### src/rtl/eespt_pkg.sv
// Purpose: constants and types for the parallel eeprom host controller
// Assumes: 25 MHz clk, synchronous active-high reset
// Notes:   pin timing counts are nanosecond minimums rounded up to clocks
//
// Summary of operation
// - one to sixty-four bytes follow a sequence; host still writes a 65th byte, raising page_error
// - page address bits fixed across page loads; host still writes an off-page byte, raising page_error
// - output enable high during all write strobes
// - each polling read toggles output enable
// - done when two reads match, no assumption
// - polling address held constant per sequence
// - next byte load within byte load interval
package eespt_pkg;
   localparam int CLK_NS         = 40;
   localparam int T_WP_NS        = 100;
   localparam int T_WPH_NS       = 50;
   localparam int T_ACC_NS       = 120;
   localparam int T_OEHP_NS      = 150;
   localparam int T_BLC_US       = 150;
   localparam int WP_CYC   = (T_WP_NS + CLK_NS - 1) / CLK_NS;
   localparam int WPH_CYC  = (T_WPH_NS + CLK_NS - 1) / CLK_NS;
   localparam int ACC_CYC  = (T_ACC_NS + CLK_NS - 1) / CLK_NS;
   localparam int OEHP_CYC = (T_OEHP_NS + CLK_NS - 1) / CLK_NS;
   localparam int BLC_CYC  = (T_BLC_US * 1000) / CLK_NS;
   localparam int PAGE_BYTES     = 64;
   localparam int ADDR_W         = 13;
   localparam int PAGE_LSB       = 6;
   localparam int TOGGLE_BIT     = 6;

   typedef enum logic [1:0] {
      EESPT_OP_READ,
      EESPT_OP_WRITE,
      EESPT_OP_POLL
   } eespt_op_t;

   typedef struct packed {
      eespt_op_t         op;
      logic [12:0]       addr;
      logic [7:0]        data;
      logic              last;
   } eespt_req_t;

   typedef struct packed {
      logic              ce_n;
      logic              we_n;
      logic              oe_n;
      logic [12:0]       address_lines;
   } eespt_pins_t;
endpackage

### src/rtl/eespt_host.sv
// Purpose: host controller driving a byte-wide parallel eeprom
// Assumes: data_lines input synchronous to clk; device access <= 120 ns
// Notes:   one request per byte; page writes held open via last flag
`timescale 1ns/1ps
module eespt_host (
   input  wire logic                 clk,
   input  wire logic                 reset,
   input  wire logic                 req_valid,
   output logic                      req_ready,
   input  wire eespt_pkg::eespt_req_t req,
   output logic                      rsp_valid,
   output logic [7:0]                rsp_data,
   output logic                      page_error,
   output eespt_pkg::eespt_pins_t    pins,
   output logic [7:0]                data_lines_o,
   output logic                      data_lines_oe,
   input  wire logic [7:0]           data_lines_i
);
   typedef enum logic [2:0] {
      S_IDLE, S_WLOW, S_WHIGH, S_RLOW, S_RHIGH
   } eespt_state_t;

   eespt_state_t state_reg;
   logic [12:0]  cnt_reg;
   logic         in_page_reg;
   logic [6:0]   page_reg;
   logic [6:0]   nbytes_reg;
   logic         polling_reg;
   logic         have_prev_reg;
   logic         prev_bit_reg;
   logic [12:0]  poll_addr_reg;
   logic         accept;
   logic         same_page;
   logic [12:0]  gap_reg;
   logic         page_open;

   assign req_ready = (state_reg == S_IDLE);
   assign accept    = req_valid && req_ready;
   assign same_page = req.addr[12:eespt_pkg::PAGE_LSB] == page_reg;
   // a page left idle past the byte load interval is already being written
   assign page_open = in_page_reg &&
                      gap_reg != 13'(eespt_pkg::BLC_CYC);

   // main sequencer; oe_n stays high through all write strobes
   always_ff @(posedge clk) begin
      if (reset) begin
         state_reg         <= S_IDLE;
         cnt_reg           <= '0;
         pins.ce_n         <= 1'b1;
         pins.we_n         <= 1'b1;
         pins.oe_n         <= 1'b1;
         pins.address_lines <= '0;
         data_lines_o      <= 8'h00;
         data_lines_oe     <= 1'b0;
      end else begin
         unique case (state_reg)
            S_IDLE: begin
               cnt_reg <= '0;
               if (accept && req.op == eespt_pkg::EESPT_OP_WRITE) begin
                  state_reg          <= S_WLOW;
                  pins.address_lines <= req.addr;
                  data_lines_o       <= req.data;
                  data_lines_oe      <= 1'b1;
                  pins.ce_n          <= 1'b0;
                  pins.we_n          <= 1'b0;
                  pins.oe_n          <= 1'b1;
               end else if (accept) begin
                  state_reg          <= S_RLOW;
                  pins.address_lines <= (req.op == eespt_pkg::EESPT_OP_POLL
                                         && polling_reg) ? poll_addr_reg
                                                         : req.addr;
                  pins.ce_n          <= 1'b0;
                  pins.oe_n          <= 1'b0;
                  data_lines_oe      <= 1'b0;
               end
            end
            S_WLOW: begin
               cnt_reg <= cnt_reg + 13'h0001;
               if (cnt_reg == 13'(eespt_pkg::WP_CYC - 1)) begin
                  pins.we_n <= 1'b1;
                  pins.ce_n <= 1'b1;
                  cnt_reg   <= '0;
                  state_reg <= S_WHIGH;
               end
            end
            S_WHIGH: begin
               cnt_reg <= cnt_reg + 13'h0001;
               if (cnt_reg == 13'(eespt_pkg::WPH_CYC - 1)) begin
                  data_lines_oe <= 1'b0;
                  state_reg     <= S_IDLE;
               end
            end
            S_RLOW: begin
               cnt_reg <= cnt_reg + 13'h0001;
               if (cnt_reg == 13'(eespt_pkg::ACC_CYC)) begin
                  pins.oe_n <= 1'b1;
                  pins.ce_n <= 1'b1;
                  cnt_reg   <= '0;
                  state_reg <= S_RHIGH;
               end
            end
            S_RHIGH: begin
               cnt_reg <= cnt_reg + 13'h0001;
               if (cnt_reg == 13'(eespt_pkg::OEHP_CYC - 1))
                  state_reg <= S_IDLE;
            end
         endcase
      end
   end

   // read data captured at end of access
   always_ff @(posedge clk) begin
      if (reset) begin
         rsp_valid <= 1'b0;
         rsp_data  <= 8'h00;
      end else begin
         rsp_valid <= 1'b0;
         if (state_reg == S_RLOW && cnt_reg == 13'(eespt_pkg::ACC_CYC)) begin
            rsp_valid <= 1'b1;
            rsp_data  <= data_lines_i;
         end
      end
   end

   // page tracking: flag off-page bytes and over-long pages
   always_ff @(posedge clk) begin
      if (reset) begin
         in_page_reg <= 1'b0;
         page_reg    <= '0;
         nbytes_reg  <= '0;
         page_error  <= 1'b0;
      end else begin
         if (accept && req.op == eespt_pkg::EESPT_OP_WRITE) begin
            page_error <= page_open && (!same_page ||
                          nbytes_reg == 7'(eespt_pkg::PAGE_BYTES));
            page_reg   <= req.addr[12:eespt_pkg::PAGE_LSB];
            nbytes_reg <= (page_open ? nbytes_reg : 7'h00) + 7'h01;
            in_page_reg <= !req.last;
         end else if (accept) begin
            in_page_reg <= 1'b0;
         end else if (!page_open) begin
            in_page_reg <= 1'b0;
         end
      end
   end

   // cycles since the last byte was taken into the open page
   always_ff @(posedge clk) begin
      if (reset) begin
         gap_reg <= '0;
      end else if (accept && req.op == eespt_pkg::EESPT_OP_WRITE) begin
         gap_reg <= '0;
      end else if (page_open) begin
         gap_reg <= gap_reg + 13'h0001;
      end
   end

   // poll state: done when two successive reads agree
   always_ff @(posedge clk) begin
      if (reset) begin
         polling_reg   <= 1'b0;
         have_prev_reg <= 1'b0;
         prev_bit_reg  <= 1'b0;
         poll_addr_reg <= '0;
      end else begin
         if (accept && req.op == eespt_pkg::EESPT_OP_POLL && !polling_reg) begin
            polling_reg   <= 1'b1;
            poll_addr_reg <= req.addr;
         end else if (accept && req.op != eespt_pkg::EESPT_OP_POLL) begin
            polling_reg   <= 1'b0;
            have_prev_reg <= 1'b0;
         end
         if (rsp_valid && polling_reg) begin
            prev_bit_reg  <= rsp_data[eespt_pkg::TOGGLE_BIT];
            have_prev_reg <= 1'b1;
            if (have_prev_reg &&
                rsp_data[eespt_pkg::TOGGLE_BIT] == prev_bit_reg) begin
               polling_reg   <= 1'b0;
               have_prev_reg <= 1'b0;
            end
         end
      end
   end
endmodule

### config.mk
export PLATFORM = sky130hd
export DESIGN_NAME = eespt_host
export DESIGN_NICKNAME = d
export VERILOG_FILES = /design/src/rtl/eespt_pkg.sv /design/src/rtl/eespt_host.sv
export SDC_FILE = /design/constraint.sdc
export NUM_CORES = 1
export LEC_CHECK = 0
export ABC_AREA = 1
export CAP_MARGIN = 5
export CORE_ASPECT_RATIO = 0.6
export CORE_MARGIN = 2
export CORE_UTILIZATION = 40
export DETAILED_ROUTE_END_ITERATION = 10
export DONT_BUFFER_PORTS = 1
export PLACE_DENSITY_LB_ADDON = 0.3
export SLEW_MARGIN = 30
export SYNTH_ARGS = -nofsm -noshare
export SYNTH_HDL_FRONTEND = slang
export SYNTH_SLANG_ARGS = --single-unit
### constraint.sdc
create_clock -name clk -period 1.8 [get_ports clk]
set_input_delay 0.18 -clock clk [delete_from_list [all_inputs] [get_ports clk]]
set_output_delay 0.18 -clock clk [all_outputs]
set_load 0.05 [all_outputs]
=== Word-level counts from Yosys, hierarchy flattened ===
Cells that the tools add are included.

* Word-level logic and storage cells: 113
* Output and inout bits: 36
* Input port bits: 35
* Register bits: 95

* Reduce and logical (&&, ||, !) cells: 32
* Equal/unequal tests: 22
* $add $sub $neg: 3
* Mux-type cells: 37

{| class="wikitable"
|+ Operators with widths
! operator !! number
|-
| 13-bit one-hot mux with 4 select lines || 1
|-
| 13-bit two-way mux || 3
|-
| 14-bit two-way mux || 2
|-
| 13-bit by 1-bit adder with 13-bit output (second input constant) || 2
|-
| 13-bit by 2-bit equality test with 1-bit output (second input constant) || 2
|-
| 1-bit two-way mux || 18
|-
| 3-bit two-way mux || 6
|-
| 3-bit one-hot mux with 5 select lines || 1
|-
| 13-bit by 1-bit equality test with 1-bit output (second input constant) || 1
|-
| 13-bit by 12-bit != test with 1-bit output (second input constant) || 1
|-
| 1-bit logical AND || 11
|-
| 2-bit != test (second input constant) || 5
|-
| 2-bit nonzero test || 5
|-
| 3-bit AND reduction || 3
|-
| 7-bit by 1-bit adder with 7-bit output (second input constant) || 1
|-
| 7-bit equality test || 1
|-
| 7-bit equality test (second input constant) || 1
|-
| 7-bit two-way mux || 1
|-
| 3-bit by 2-bit equality test with 1-bit output (second input constant) || 2
|-
| 1-bit one-hot mux with 2 select lines || 3
|-
| 2-bit AND reduction || 3
|-
| 5-bit AND reduction || 1
|-
| 2-bit by 1-bit != test with 1-bit output (second input constant) || 2
|-
| 4-bit AND reduction || 1
|-
| other kinds (14) || 17
|}

=== Longest topological paths before layout ===
* Word-level depth: 7
* Mapped depth: 16
* Gate-level depth less buffers: 15

=== Worst setup path before layout ===
Ideal clock, no wire load.

* Kind: reg2reg
* Start point: register gap_reg[0]
* End point: register nbytes_reg[4]
* Arrival time: 1768 ps
* Buffers on the path: 1
* Clock period less this slack: 1884 ps
* Cell stages (with the launch flop): 15
* Path slack: -84 ps
* Library setup time: 116 ps
* Cells stage by stage: dfxtp_1 -> inv_1 -> ha_1 -> nand2_1 -> nor2_1 -> nand3_2 -> nand2_2 -> buf_4 -> nor2_1 -> ha_1 -> inv_1 -> nor2_4 -> nand3_1 -> o21ai_0 -> nor2_1

* Longest elaborated chain between the ends: 4

{| class="wikitable"
|+ RTL lines
! element !! line !! RTL
|-
| start: declaration || eespt_host.sv:34 || <nowiki>logic [12:0] gap_reg;</nowiki>
|-
| start signal: assignment || eespt_host.sv:154 || <nowiki>gap_reg <= gap_reg + 13'h0001;</nowiki>
|-
| 13-bit by 12-bit != test with 1-bit output || eespt_host.sv:42 || <nowiki>gap_reg != 13'(eespt_pkg::BLC_CYC);</nowiki>
|-
| 1-bit logical AND || eespt_host.sv:41 || <nowiki>assign page_open = in_page_reg &&</nowiki>
|-
| 7-bit two-way mux || eespt_host.sv:137 || <nowiki>nbytes_reg <= (page_open ? nbytes_reg : 7'h00) + 7'h01;</nowiki>
|-
| 7-bit by 1-bit adder with 7-bit output || eespt_host.sv:137 ||
|-
| end signal: assignment || eespt_host.sv:137 ||
|-
| end: declaration || eespt_host.sv:27 || <nowiki>logic [6:0] nbytes_reg;</nowiki>
|}

No other way between the ends.
A chain may end at the register's enable or synchronous reset.

=== Final worst setup path ===
Ends and elaborated chain as after synthesis.

==> flow_metrics.tcl <==
set metrics [dict create \
    swShare 0.374 \
    period_needed_ns 1.72 \
    synth-async-reset-ratio 0 \
    nets 707 \
    grt_first_pass_wirelength_um 17000 \
    p_leak_uw 0.00220 \
    period_share 0.957 \
    largest_register "pins" \
    synthCells 628 \
    dr.max_layer_used "met4" \
    num_antenna_cells 0 \
    hold_viol 0 \
    wl_met3_um 577 \
    fin_hold_ws_ns 0.00721 \
    cts.sinks 95 \
    rows 30 \
    core_area_um2 11100 \
    crit_type "reg -> reg" \
    power_switching_uw 2300 \
    ys_dominant_reg_cell "dfxtp_1" \
    clock_path_buffers 2 \
    powerDensity_nw_per_um2 1160 \
    wl_met2_um 4490 \
    hpwl_um 7460 \
    worst_pin_slew_ns 0.558 \
    rr_endpoint "nbytes_reg[4]" \
    num_vias 4052 \
    synth_area_leaders "dfxtp_1 42%, nand2_1 11%, nor2_1 8.4%" \
    cp-start-kind "register" \
    clkPwrFrac 0.290 \
    synth.largest_area_cell "dfxtp_1" \
    synth_edf_count 0 \
    htreeDepth 3 \
    intPower_uw 3850 \
    slew_headroom 0.628 \
    insertion_delay_ns 0.34 \
    clkTransAtPathRegs_ns 0.06 \
    status "completed" \
    preCtsSetupSlack_ns 0.0186 \
    place_area_um2 4720 \
    r2r-start "gap_reg[0]" \
    hp-class "in -> reg" \
    crit_buf_inv 2 \
    die_h_um 86.3 \
    cp_data_required_time_ns 2.08 \
    fp.dieW_um 141 \
    synth_nets 669 \
    wl_met1_um 5120 \
    grtUsageTotal 0.174 \
    overflow 0 \
    synth-seq-cells 95 \
    dp.cells 768 \
    drc 0 \
    syn_area_per_cell_um2 7.20 \
    design_area_um2 5320 \
    drt_pre_antenna_iters 5 \
    grt_max_degree 31 \
    skew_ns 0.00609 \
    routed_wl_um 10300 \
    seqPwrFrac 0.478 \
    max_freq_ghz 0.580 \
    setup_slack_ns 0.0766 \
    reg2reg_slack_ns 0.08 \
    path_depth 13 \
    cts_buffers 9 \
    grt_pass1_vias 3580 \
    initial_core_util 0.405 \
    ir_drop_mv 0.694 \
    crit_path_end_kind "register" \
    ys_types 38 \
    critPathMaxFanout 5 \
    final_max_slew_viol_count 0 \
    ant_nets 0 \
    tns_ns 0 \
    area_delta_synth_final_pct 17.6 \
    largest_reg_flops 16 \
    rr_worst_depth 13 \
    layout.cells.non_filler 814 \
    pwr-share-comb 0.232 \
    worst_ep_arrival_time_ns 2.01 \
    yosysTopAreaCellShare 0.421 \
    cts_tree "done" \
    worstSetupStartpoint "gap_reg[0]" \
    die_area_um2 12200 \
    worstPathCellList "inv_2, ha_2, nand2_1, nor2_2, nand3_2, nand2_4, nor2_2, ha_2, inv_1, nor2_4, nand3_2, and2_1, nor2_1" \
    globalplace.congestion 0.864 \
    port_buffers 0 \
    io_pins 71 \
    synth_area_um2 4520 \
    crit_path_top_delay_cell "dfxtp_4" \
    post_route_cells_drive_above_1_share 0.140 \
    setup_violations 0 \
    cap_violations 0 \
    viasPerCell 4.98 \
    cts_root_buf "clkbuf_16" \
    nFillCells 1066 \
    path_delay_family "simple AND/OR/NAND/NOR gates" \
    drt_iter0_drc 278 \
    crit_end "nbytes_reg[4]" \
    post_drt_wl_per_cell_um 12.7 \
    cpPeakStageDelay_ns 0.35 \
    yosys_warnings 0 \
    antenna_found_initial 0 \
    ys_seq_area_frac 0.421 \
]
[Yosys cell counts, types with 2 or more instances]
library cell and n:
a21oi_1 33, buf_2 8, buf_4 3, clkbuf_1 7, dfxtp_1 95, ha_1 6
inv_1 64, inv_2 8, nand2_1 129, nand2_2 3, nand2_4 2, nand3_1 36
nand4_1 8, nor2_1 101, nor2_2 14, nor2_4 5, nor3_1 14, nor3_2 4
o211ai_1 16, o21ai_0 35, o22ai_1 2, xnor2_1 4, xor2_1 16
[cell usage in the layout (no fill, tap or decap), types with 2 or more instances in the layout]
master / synthesis / layout
nand4_1: 8 / 8
o211ai_1: 16 / 16
inv_4: 1 / 2
dlygate4sd3_1: 0 / 22
xnor2_1: 4 / 4
o21ai_0: 35 / 34
clkbuf_16: 0 / 9
buf_4: 3 / 26
nor2_2: 14 / 17
nand2_2: 3 / 2
nand3_2: 1 / 2
a21oi_1: 33 / 33
o21ai_1: 1 / 2
ha_2: 0 / 2
clkbuf_8: 0 / 2
dfxtp_1: 95 / 93
nand3_1: 36 / 35
o22ai_1: 2 / 2
nor3_1: 14 / 14
nor2_1: 101 / 97
nor3_2: 4 / 4
nand2_1: 129 / 129
ha_1: 6 / 4
inv_2: 8 / 8
clkinv_2: 0 / 2
nor2_4: 5 / 6
inv_1: 64 / 63
nand2_4: 2 / 3
xor2_1: 16 / 16
[worst min path at each step]
stage                  from                end  slack (ns)  depth (start not counted)
floorplan             reset          rsp_valid        0.26                          1
global placement      reset      data_lines_oe        0.25                          1
detailed placement    reset      data_lines_oe        0.25                          1
CTS                 req[21]  poll_addr_reg[12]     0.00004                          2
global route        req[18]   poll_addr_reg[9]        0.01                          2
finish              req[21]  poll_addr_reg[12]       0.007                          2
[through the flow]
stage               power (µW)   util
CTS                       6180  0.468
global route              6490  0.477
finish                    6150  0.477
global placement          4320  0.423
detailed placement        4350  0.423
floorplan                 4070      -
[metal layers]
metal  up-vias  GRT usage
met4         0     0.0555
met1      1876      0.238
met2        92      0.264
met3        14     0.0564
met5         -          0
li1       2070          -
[cell type report]
| class | instances | area [µm²] | share of cell area |
|---|---|---|---|
| inverters | 73 | 279 | 0.0525 |
| clock buffers | 12 | 256 | 0.0482 |
| flip-flops and latches | 95 | 1910 | 0.359 |
| well taps | 144 | 180 | 0.0339 |
| repair buffers | 49 | 427 | 0.0803 |
| clock inverters | 3 | 18.8 | 0.00353 |
| multi-input cells | 438 | 2250 | 0.423 |
[power by group through the flow]
| stage | Combinational (µW) | Clock (µW) | Sequential, µW |
|---|---|---|---|
| finish | 1430 | 1780 | 2940 |
| global route | 1620 | 1900 | 2970 |
| CTS | 1410 | 1820 | 2940 |
| detailed placement | 1360 | 0 | 2990 |
| global placement | 1340 | 0 | 2980 |
| floorplan | 1110 | 0 | 2960 |
[kinds of logic (layout without fill, tap and decap cells)]
| group | count (synthesis) | in the layout | share of synthesized area |
|---|---|---|---|
| compound gates | 89 | 89 | 0.112 |
| xor+xnor | 20 | 20 | 0.0387 |
| buf+inv | 95 | 137 | 0.0886 |
| simple gates | 323 | 323 | 0.324 |
| flops | 95 | 95 | 0.421 |
| fa+ha+maj | 6 | 6 | 0.0166 |
[timing repair]
item / CTS / global route
hold buffers: 22 / 0
setup endpoints to repair: 1 / 10
buffers inserted: 0 / 9
hold endpoints to repair: 24 / 0
gates resized for setup: 1 / 14
pin swaps: 0 / 5
Power figures use the tool's default switching activity.
